### src/hcc_pkg.sv
// constants, types and register layout of the hysteresis current chopper
package hcc_pkg;

  // ==========================================================
  // register map (byte addresses on the AXI4-Lite slave)
  localparam int          ADDR_W    = 8;
  localparam logic [7:0]  ADDR_CONF = 8'h00;
  localparam logic [7:0]  ADDR_STAT = 8'h04;
  localparam logic [31:0] CONF_RST  = 32'h0000_0000;
  localparam logic [31:0] CONF_MASK = 32'h0000_3FFF;
  localparam logic [1:0]  RESP_OKAY = 2'h0;
  localparam logic [1:0]  RESP_SLVERR = 2'h2;

  // ==========================================================
  // configuration word, bit 0 at the right
  typedef struct packed {
    logic [17:0] rsvd;
    logic [1:0]  blank_time_select;
    logic        const_off_mode;
    logic [3:0]  hyst_end_value;
    logic [2:0]  hyst_start_offset;
    logic [3:0]  off_time_setting;
  } hcc_cfg_t;

  // status word as read back by software
  typedef struct packed {
    logic [20:0] rsvd;
    logic        cmp_level;
    logic        blanking;
    logic [2:0]  phase;
    logic [5:0]  hyst_value;
  } hcc_stat_t;

  // bridge drive outputs travel together
  typedef struct packed {
    logic on;
    logic slow;
    logic fast;
  } hcc_bridge_t;

  // ==========================================================
  // chopper phases
  typedef enum logic [2:0] {
    PH_OFF,
    PH_ON,
    PH_SLOW1,
    PH_FAST,
    PH_SLOW2
  } hcc_phase_t;

  // ==========================================================
  // timing in system clock cycles; END_BIAS and HYST_ZERO are hysteresis values
  localparam logic [9:0] SLOW_BASE   = 10'h00C;  // 12 clocks
  localparam logic [9:0] SLOW_STEP   = 10'h020;  // 32 clocks per step
  localparam logic [3:0] DEC_DIV_MAX = 4'hF;     // one step every 16 clocks
  localparam logic [5:0] BLANK_0     = 6'h10;    // 16
  localparam logic [5:0] BLANK_1     = 6'h18;    // 24
  localparam logic [5:0] BLANK_2     = 6'h24;    // 36
  localparam logic [5:0] BLANK_3     = 6'h36;    // 54
  localparam logic [5:0] END_BIAS    = 6'h03;
  localparam logic [5:0] HYST_ZERO   = 6'h00;

endpackage : hcc_pkg

### src/hcc_sync.sv
// two-stage synchroniser for the comparator pin
`timescale 1ns/10ps
module hcc_sync (
  input  wire logic CLOCK,
  input  wire logic RST,
  input  wire logic D,
  output logic      Q
);

  logic meta_r;

  // ==========================================================
  // first stage feeds only the second
  always_ff @(posedge CLOCK or posedge RST) begin
    if (RST) begin
      meta_r <= 1'b0;
      Q      <= 1'b0;
    end else begin
      meta_r <= D;
      Q      <= meta_r;
    end
  end

endmodule : hcc_sync

### src/hcc_chopper.sv
// hysteresis current chopper for one coil with AXI4-Lite configuration
//
// Behaviour
// - hysteresis mode cycles on, slow decay, fast decay, second slow decay.
// - hysteresis drops by one step every 16 clocks during a cycle.
// - cycle start loads start plus end; decrement stops at the end value.
// - 3-bit start offset codes 0..7 add 1..8 above the end value.
// - 4-bit end code decodes as code minus 3, range -3..12.
// - start and end both zero means hysteresis is zero and off.
// - slow decay lasts 12 plus 32 times off time clocks, timer ended.
// - comparator ignored while blanking; on and fast decay exit on it only after blanking ends.
// - on phase ends when comparator says current reached target.
// - off time zero switches every bridge transistor off, freewheeling.
// - blank select 0..3 gives 16, 24, 36, 54 clocks.
// - mode bit clear selects hysteresis chopper, set selects constant off time.
`timescale 1ns/10ps
module hcc_chopper (
  input  wire logic                      CLOCK,
  input  wire logic                      RST,
  input  wire logic [hcc_pkg::ADDR_W-1:0] S_AXI_AWADDR,
  input  wire logic                      S_AXI_AWVALID,
  output logic                           S_AXI_AWREADY,
  input  wire logic [31:0]               S_AXI_WDATA,
  input  wire logic [3:0]                S_AXI_WSTRB,
  input  wire logic                      S_AXI_WVALID,
  output logic                           S_AXI_WREADY,
  output logic [1:0]                     S_AXI_BRESP,
  output logic                           S_AXI_BVALID,
  input  wire logic                      S_AXI_BREADY,
  input  wire logic [hcc_pkg::ADDR_W-1:0] S_AXI_ARADDR,
  input  wire logic                      S_AXI_ARVALID,
  output logic                           S_AXI_ARREADY,
  output logic [31:0]                    S_AXI_RDATA,
  output logic [1:0]                     S_AXI_RRESP,
  output logic                           S_AXI_RVALID,
  input  wire logic                      S_AXI_RREADY,
  input  wire logic                      CMP_IN,
  output logic [5:0]                     HYST_OUT,
  output logic                           BLANK_OUT,
  output hcc_pkg::hcc_bridge_t           BRIDGE
);

  // ==========================================================
  // declarations
  logic                      cmp_s;
  hcc_pkg::hcc_cfg_t         cfg_r,     cfg_nxt;
  logic                      aw_hold_r, aw_hold_nxt;
  logic [hcc_pkg::ADDR_W-1:0] aw_addr_r, aw_addr_nxt;
  logic                      w_hold_r,  w_hold_nxt;
  logic [31:0]               w_data_r,  w_data_nxt;
  logic [3:0]                w_strb_r,  w_strb_nxt;
  logic                      bvalid_r,  bvalid_nxt;
  logic [1:0]                bresp_r,   bresp_nxt;
  logic                      rvalid_r,  rvalid_nxt;
  logic [31:0]               rdata_r,   rdata_nxt;
  logic [1:0]                rresp_r,   rresp_nxt;
  hcc_pkg::hcc_phase_t       phase_r,   phase_nxt;
  logic [9:0]                timer_r,   timer_nxt;
  logic [5:0]                blank_r,   blank_nxt;
  logic [3:0]                div_r,     div_nxt;
  logic [5:0]                hyst_r,    hyst_nxt;
  hcc_pkg::hcc_bridge_t      bridge_r,  bridge_nxt;
  logic [5:0]                eff_end;
  logic [5:0]                eff_start;
  logic [5:0]                blank_len;
  logic [9:0]                slow_len;
  logic                      hyst_off;
  hcc_pkg::hcc_stat_t        stat;

  // comparator comes from the analog side, so it is synchronised
  hcc_sync u_cmp_sync (
    .CLOCK (CLOCK),
    .RST   (RST),
    .D     (CMP_IN),
    .Q     (cmp_s)
  );

  // ==========================================================
  // decoded settings
  always_comb begin
    hyst_off  = (cfg_r.hyst_start_offset == 3'h0) && (cfg_r.hyst_end_value == 4'h0);
    eff_end   = hyst_off ? hcc_pkg::HYST_ZERO
                         : 6'({2'b00, cfg_r.hyst_end_value}) - hcc_pkg::END_BIAS;
    eff_start = hyst_off ? hcc_pkg::HYST_ZERO
                         : eff_end + 6'({3'b000, cfg_r.hyst_start_offset}) + 6'h01;
    slow_len  = hcc_pkg::SLOW_BASE + 10'(hcc_pkg::SLOW_STEP * cfg_r.off_time_setting);
    case (cfg_r.blank_time_select)
      2'h0:    blank_len = hcc_pkg::BLANK_0;
      2'h1:    blank_len = hcc_pkg::BLANK_1;
      2'h2:    blank_len = hcc_pkg::BLANK_2;
      default: blank_len = hcc_pkg::BLANK_3;
    endcase
  end

  // ==========================================================
  // chopper sequencer: next state
  // slow timer loads length minus one; blank counter loads the full length so masking lasts all of it
  always_comb begin
    phase_nxt  = phase_r;
    timer_nxt  = (timer_r != 10'h000) ? timer_r - 10'h001 : timer_r;
    blank_nxt  = (blank_r != 6'h00) ? blank_r - 6'h01 : blank_r;
    div_nxt    = div_r + 4'h1;
    hyst_nxt   = hyst_r;
    // step down, clamped at the end value (signed compare)
    if (div_r == hcc_pkg::DEC_DIV_MAX && $signed(hyst_r) > $signed(eff_end)) begin
      hyst_nxt = hyst_r - 6'h01;
    end
    case (phase_r)
      hcc_pkg::PH_OFF: begin
        div_nxt = 4'h0;
        if (cfg_r.off_time_setting != 4'h0) begin
          phase_nxt = hcc_pkg::PH_ON;
          blank_nxt = blank_len;
          hyst_nxt  = eff_start;
        end
      end
      hcc_pkg::PH_ON: begin
        // comparator only trusted once blanking has run out
        if (blank_r == 6'h00 && cmp_s) begin
          if (cfg_r.const_off_mode) begin
            phase_nxt = hcc_pkg::PH_FAST;
            blank_nxt = blank_len;
          end else begin
            phase_nxt = hcc_pkg::PH_SLOW1;
            timer_nxt = slow_len - 10'h001;
          end
        end
      end
      hcc_pkg::PH_SLOW1: begin
        if (timer_r == 10'h000) begin
          phase_nxt = hcc_pkg::PH_FAST;
          blank_nxt = blank_len;
        end
      end
      hcc_pkg::PH_FAST: begin
        // threshold is lowered by HYST_OUT outside, so low means below target minus hysteresis
        if (blank_r == 6'h00 && !cmp_s) begin
          phase_nxt = hcc_pkg::PH_SLOW2;
          timer_nxt = slow_len - 10'h001;
        end
      end
      hcc_pkg::PH_SLOW2: begin
        if (timer_r == 10'h000) begin
          phase_nxt = hcc_pkg::PH_ON;
          blank_nxt = blank_len;
          hyst_nxt  = eff_start;
          div_nxt   = 4'h0;
        end
      end
      default: phase_nxt = hcc_pkg::PH_OFF;
    endcase
    // off time zero aborts any phase at once
    if (cfg_r.off_time_setting == 4'h0) begin
      phase_nxt = hcc_pkg::PH_OFF;
      hyst_nxt  = hcc_pkg::HYST_ZERO;
    end
    bridge_nxt.on   = (phase_nxt == hcc_pkg::PH_ON);
    bridge_nxt.fast = (phase_nxt == hcc_pkg::PH_FAST);
    bridge_nxt.slow = (phase_nxt == hcc_pkg::PH_SLOW1) || (phase_nxt == hcc_pkg::PH_SLOW2);
  end

  // chopper sequencer: registers
  always_ff @(posedge CLOCK or posedge RST) begin
    if (RST) begin
      phase_r  <= hcc_pkg::PH_OFF;
      timer_r  <= 10'h000;
      blank_r  <= 6'h00;
      div_r    <= 4'h0;
      hyst_r   <= hcc_pkg::HYST_ZERO;
      bridge_r <= '0;
    end else begin
      phase_r  <= phase_nxt;
      timer_r  <= timer_nxt;
      blank_r  <= blank_nxt;
      div_r    <= div_nxt;
      hyst_r   <= hyst_nxt;
      bridge_r <= bridge_nxt;
    end
  end

  assign BRIDGE    = bridge_r;
  assign HYST_OUT  = hyst_r;
  assign BLANK_OUT = (blank_r != 6'h00) && (phase_r == hcc_pkg::PH_ON || phase_r == hcc_pkg::PH_FAST);

  // ==========================================================
  // status word
  always_comb begin
    stat            = '0;
    stat.hyst_value = hyst_r;
    stat.phase      = phase_r;
    stat.blanking   = BLANK_OUT;
    stat.cmp_level  = cmp_s;
  end

  // ==========================================================
  // AXI4-Lite slave: next state
  // address and data may come in either order; both are held until paired
  always_comb begin
    cfg_nxt     = cfg_r;
    aw_hold_nxt = aw_hold_r;
    aw_addr_nxt = aw_addr_r;
    w_hold_nxt  = w_hold_r;
    w_data_nxt  = w_data_r;
    w_strb_nxt  = w_strb_r;
    bvalid_nxt  = bvalid_r;
    bresp_nxt   = bresp_r;
    rvalid_nxt  = rvalid_r;
    rdata_nxt   = rdata_r;
    rresp_nxt   = rresp_r;
    if (S_AXI_AWVALID && S_AXI_AWREADY) begin
      aw_hold_nxt = 1'b1;
      aw_addr_nxt = S_AXI_AWADDR;
    end
    if (S_AXI_WVALID && S_AXI_WREADY) begin
      w_hold_nxt = 1'b1;
      w_data_nxt = S_AXI_WDATA;
      w_strb_nxt = S_AXI_WSTRB;
    end
    if (bvalid_r && S_AXI_BREADY) begin
      bvalid_nxt = 1'b0;
    end
    // pair complete: commit on the following edge's view
    if (aw_hold_r && w_hold_r && !bvalid_r) begin
      aw_hold_nxt = 1'b0;
      w_hold_nxt  = 1'b0;
      bvalid_nxt  = 1'b1;
      if (aw_addr_r[hcc_pkg::ADDR_W-1:2] == hcc_pkg::ADDR_CONF[hcc_pkg::ADDR_W-1:2]) begin
        for (int i = 0; i < 4; i++) begin
          if (w_strb_r[i]) begin
            cfg_nxt[i*8 +: 8] = w_data_r[i*8 +: 8];
          end
        end
        cfg_nxt   = cfg_nxt & hcc_pkg::CONF_MASK;
        bresp_nxt = hcc_pkg::RESP_OKAY;
      end else if (aw_addr_r[hcc_pkg::ADDR_W-1:2] == hcc_pkg::ADDR_STAT[hcc_pkg::ADDR_W-1:2]) begin
        bresp_nxt = hcc_pkg::RESP_OKAY; // status is read only, write ignored
      end else begin
        bresp_nxt = hcc_pkg::RESP_SLVERR;
      end
    end
    if (rvalid_r && S_AXI_RREADY) begin
      rvalid_nxt = 1'b0;
    end
    if (S_AXI_ARVALID && S_AXI_ARREADY) begin
      rvalid_nxt = 1'b1;
      if (S_AXI_ARADDR[hcc_pkg::ADDR_W-1:2] == hcc_pkg::ADDR_CONF[hcc_pkg::ADDR_W-1:2]) begin
        rdata_nxt = cfg_r;
        rresp_nxt = hcc_pkg::RESP_OKAY;
      end else if (S_AXI_ARADDR[hcc_pkg::ADDR_W-1:2] == hcc_pkg::ADDR_STAT[hcc_pkg::ADDR_W-1:2]) begin
        rdata_nxt = stat;
        rresp_nxt = hcc_pkg::RESP_OKAY;
      end else begin
        rdata_nxt = 32'h0000_0000;
        rresp_nxt = hcc_pkg::RESP_SLVERR;
      end
    end
  end

  // AXI4-Lite slave: registers
  always_ff @(posedge CLOCK or posedge RST) begin
    if (RST) begin
      cfg_r     <= hcc_pkg::CONF_RST;
      aw_hold_r <= 1'b0;
      aw_addr_r <= '0;
      w_hold_r  <= 1'b0;
      w_data_r  <= 32'h0000_0000;
      w_strb_r  <= 4'h0;
      bvalid_r  <= 1'b0;
      bresp_r   <= hcc_pkg::RESP_OKAY;
      rvalid_r  <= 1'b0;
      rdata_r   <= 32'h0000_0000;
      rresp_r   <= hcc_pkg::RESP_OKAY;
    end else begin
      cfg_r     <= cfg_nxt;
      aw_hold_r <= aw_hold_nxt;
      aw_addr_r <= aw_addr_nxt;
      w_hold_r  <= w_hold_nxt;
      w_data_r  <= w_data_nxt;
      w_strb_r  <= w_strb_nxt;
      bvalid_r  <= bvalid_nxt;
      bresp_r   <= bresp_nxt;
      rvalid_r  <= rvalid_nxt;
      rdata_r   <= rdata_nxt;
      rresp_r   <= rresp_nxt;
    end
  end

  // ready is withheld while a half is parked or a response is pending
  assign S_AXI_AWREADY = !aw_hold_r && !bvalid_r;
  assign S_AXI_WREADY  = !w_hold_r && !bvalid_r;
  assign S_AXI_BVALID  = bvalid_r;
  assign S_AXI_BRESP   = bresp_r;
  assign S_AXI_ARREADY = !rvalid_r;
  assign S_AXI_RVALID  = rvalid_r;
  assign S_AXI_RDATA   = rdata_r;
  assign S_AXI_RRESP   = rresp_r;

endmodule : hcc_chopper

### config.mk
export PLATFORM = sky130hd
export DESIGN_NAME = hcc_chopper
export DESIGN_NICKNAME = d
export VERILOG_FILES = /design/src/hcc_pkg.sv /design/src/hcc_sync.sv /design/src/hcc_chopper.sv
export SDC_FILE = /design/constraint.sdc
export NUM_CORES = 1
export LEC_CHECK = 0
export ABC_AREA = 1
export CORE_MARGIN = 3
export CORE_UTILIZATION = 45
export DETAILED_ROUTE_END_ITERATION = 7
export DONT_BUFFER_PORTS = 1
export MAX_ROUTING_LAYER = met4
export SLEW_MARGIN = 20
export SYNTH_ARGS = -nofsm -noshare
export SYNTH_HDL_FRONTEND = slang
export SYNTH_SLANG_ARGS = --single-unit
### constraint.sdc
create_clock -name CLOCK -period 4.3 [get_ports CLOCK]
set_input_delay 0.215 -clock CLOCK [delete_from_list [all_inputs] [get_ports CLOCK]]
set_output_delay 0.215 -clock CLOCK [all_outputs]
set_load 0.05 [all_outputs]
==> results <==
- Synthesis produced 572 cells.
- Setup slack on the worst reg-to-reg path comes out at 1.52 ns.
- The worst setup path is launched from a register.
- On the critical path, the stage with the largest delay is an instance of sky130_fd_sc_hd__nor2_1.
- With fillers left out, the area of the finished cells amounts to ~0.0053 mm2.
- The critical path required time is about 4.6 ns.
- Clock tree synthesis found a total of 90 sinks.
- The number of nets still failing antenna checks after routing is 0.
- Measured in cells, the most critical reg-to-reg path has a length of 3.
- The root cell of the clock tree is sky130_fd_sc_hd__clkbuf_8.
- The post-synthesis share of cell area spent on full adders, half adders and majority gates is roughly 4.3%.
- Setup violations remaining at the end of the flow were counted as 0.
- The floorplan step set the die height to 109 um.
- The max capacitance violation total is 0.
- Global routing used 18.2% of the available tracks across all layers.
- The routed design could run at a clock period as short as 2.78 ns.
- On the critical path the largest part of the delay comes from simple AND/OR/NAND/NOR gates.
- The min-delay analysis places its worst path in the category input pin to register.
- For this block, the initial DRC count from the detailed router was approximately 240.
- The maximum level of the CTS H-tree is 3.
- The category of the worst setup path capture point is a register.
- The flow ran to the end, and the final reports show no timing, DRC or antenna violations.
- In the finished design, the share of the clock period the worst path needs comes to 64.7%.
- The critical path crosses 3 cells after its start point.
- The number of slew-limit violations in the final report is 0.
- The detailed router placed approximately 3.7k vias in this run.
- For this run, the number of Yosys warnings is 0.
- Between clock sinks in the finished design, the worst skew comes to ~0.011 ns.
- Of the total synthesized cell area, the portion taken by AND, OR, NAND and NOR gates is 23.2%.
- The detailed placement HPWL is 7410 um.
- Summing every instance area after synthesis gives 0.00480 mm2.
- On the final layout, the worst hold slack is 0.0227 ns.
- The number of top-level pins is around 110.
- The number of buffers inserted during clock tree synthesis is 9.
- The worst setup path is of the register to register kind.
- The maximum operating frequency is 0.360 GHz.
- The synthesized area per cell is ~8.4 um2.
- The count of inserted antenna diode cells is 0.
- Once placement finished, the instance area stood at 0.00485 mm2.
- The site row count is 37.
- Relative to the synthesized area, the layout overhead comes to 10.2%.
- The hold violation total from the final report is 0.
- The number of cells on the worst hold path is 2.
- The layout net count is 674.
- The library cells used most frequently in the layout, excluding fill and tap cells, are sky130_fd_sc_hd__nand2_1, sky130_fd_sc_hd__dfrtp_1, sky130_fd_sc_hd__inv_1.
- STA puts the critical path data arrival time at 3.03 ns.
- The core area is 0.0103 mm2.
- Counting both buffers and inverters, the worst setup path holds a total of 0.
- At the end of routability-driven placement, the weighted congestion stood at 0.845.
- In the final routed layout, each cell accounts on average for 13.4 um.
- Among all flip-flop cells after synthesis, the most frequent one is sky130_fd_sc_hd__dfrtp_1.
- The fraction of synthesized cell area in xor and xnor cells is under 10%.
- The compound-cell area share of the yosys netlist is 9.86%.
- The clock transition at the register clock pins on the worst setup and hold paths after CTS is 0.11 ns.
- The wire length of the first global-routing pass is 16600 um.
- The highest ir drop seen on vdd is between 0.4 and 0.5 mV.
- Yosys mapped a number of flops with a built-in enable equal to 0.
- After synthesis, the largest family of logic cells by area is simple AND/OR/NAND/NOR gates.
- The initial utilization of the core area, before any placement, comes to between 40% and 50%.
- The initial antenna violation count is 0.
- The number of vias per cell after detailed routing is 4.97.
- The via count of the first global-routing pass is around 3.5k.
- The share of flip-flops with an asynchronous set or reset is 100%.
- The die span in x is 109 um.
- The clock passes through at most 2 buffers.
- The netlist uses 41 different library cells.
- The area of the die is about 0.012 mm2.
- In this run the power density over the cells is 728 mW/mm2.
- The detailed-route DRC error count is 0.
- Cells with a size suffix above 1 make up between 9 and 10% of the layout.
- After detailed routing, the total wire length is slightly below 10000 um.
- Setup repair after global routing left no endpoint under its margin.
- At the pin with the least slew margin, the transition time is 0.945 ns.
- The largest stage delay on the critical path is about 0.81 ns.
- The most common cell after layout, fill and taps aside is sky130_fd_sc_hd__nand2_1.
- The headroom to the max-slew limit is between 30% and 40%.
- Synthesis inferred 90 register bits.
- The highest fanout seen on the critical path is 24.
- The count of TritonRoute iterations in the first routing pass is 4.
- The CTS tree is done.
- During placement, the flow inserted port buffers numbering 0.
- Measured against the total synthesized area, the mux share comes to 3.29%.
- The share of synthesized area occupied by flip-flops and latches is 47.0%.
- The overall power consumption is 3.85 mW.
- The count of buffers added by post-CTS timing repair for setup is 0.
- For this run the aggregate overflow at the end of global routing stands at 0.
- After routing, the total negative slack on setup checks comes to 0 ns.
- For the worst-skew pair, the clock arrives at the later sink with an insertion delay of between 0.3 and 0.4 ns.
- The leakage dissipation is about 2.7 nW.
- Traced cell by cell, the critical path runs through nor2_1 > nand2_1 > mux2_2.
- Entering global routing, the biggest net connects 52 pins.
-- final timing paths --
path	start	endpoint
setup / recovery	S_AXI_BVALID$_DFFE_PP0P_	w_data_r[0]$_DFFE_PP0P_
hold / removal	S_AXI_WDATA[5]	w_data_r[5]$_DFFE_PP0P_
setup reg to reg	S_AXI_BVALID$_DFFE_PP0P_	w_data_r[0]$_DFFE_PP0P_
hold reg to reg	u_cmp_sync.meta_r$_DFF_PP0_	u_cmp_sync.Q$_DFF_PP0_
max in group asynchronous	RST	S_AXI_RDATA[7]$_DFFE_PP0P_
min in group asynchronous	RST	w_data_r[11]$_DFFE_PP0P_
-- cell families (layout without fill, tap and decap cells) --
logic type               after synthesis  after routing
AND/OR/NAND/NOR                      246            246
buffers and inverters                111            123
flip-flops                            90             90
AO/OA/AOI/OAI                         84             84
adder cells (fa/ha/maj)               16             16
multiplexers                          14             14
XOR/XNOR                              10             10
other                                  1             20
-- final cells by class --
cell class	count	area, um2
Clock buffer	9	124
Clock inverter	7	68.8
Fill cell	951	5040
Inverter	82	309
Multi-Input combinational cell	390	2110
Sequential cell	90	2250
Tap cell	136	170
Timing Repair Buffer	25	248
-- Yosys cell counts (8+ instances only) --
cell type,n,area [um2]
sky130_fd_sc_hd__ha_1,15,188
sky130_fd_sc_hd__nand4_1,10,62.6
sky130_fd_sc_hd__inv_1,81,304
sky130_fd_sc_hd__buf_4,20,150
sky130_fd_sc_hd__o21ai_1,8,40.0
sky130_fd_sc_hd__nand3_1,25,125
sky130_fd_sc_hd__a21oi_1,29,145
sky130_fd_sc_hd__mux2_2,14,158
sky130_fd_sc_hd__o21ai_0,27,135
sky130_fd_sc_hd__dfrtp_1,90,2250
sky130_fd_sc_hd__nor3_1,8,40.0
sky130_fd_sc_hd__nor2_1,55,206
sky130_fd_sc_hd__nand2_1,126,473
sky130_fd_sc_hd__o22ai_1,10,62.6
-- metrics by stage --
step	cells	worst slack [ns]	utilization, %
2_1_floorplan	591	1.75	-
3_3_place_gp	699	1.55	47.0
3_5_place_dp	699	1.53	47.0
4_1_cts	739	1.50	51.2
5_1_grt	739	1.36	51.2
6_report	739	1.52	51.2
-- layer usage --
layer  wire [um]  GRT usage, %  up-vias  share of wire [%]
li1            -             -     1855                  -
met3         456          3.20       10                4.6
met2        4850          28.8       96                 49
met1        4460          24.0     1712                 45
met5           0             -        -                  0
met4         129          5.61        0                1.3
-- worst reg2reg max path, stage by stage, from the launching register on --
cell and delay, ns:
sky130_fd_sc_hd__dfrtp_1 0.62, sky130_fd_sc_hd__nor2_1 0.81, sky130_fd_sc_hd__nand2_1 0.75, sky130_fd_sc_hd__mux2_2 0.49
-- flip-flops by register name, summed over array words and instances (netlist names), 2 cells and up --
| register | count |
|---|---|
| BRIDGE | 3 |
| HYST_OUT | 6 |
| S_AXI_RDATA | 14 |
| aw_addr_r | 6 |
| blank_r | 6 |
| cfg_r | 14 |
| div_r | 4 |
| phase_r | 3 |
| timer_r | 10 |
| w_data_r | 14 |
| w_strb_r | 2 |
-- report_power, final --
| group | internal, mW | total, mW | switching (mW) |
|---|---|---|---|
| registers | 1.11 | 1.48 | 0.363 |
| logic | 0.649 | 1.80 | 1.15 |
| clock network | 0.228 | 0.573 | 0.345 |
-- repair_timing --
action                                  CTS  global route
hold endpoints to repair                 73             0
resized for setup                         0             0
hold buffers                             24             0
endpoints found under the setup margin    0             0
No activity file was read; power rests on OpenSTA's default activity.
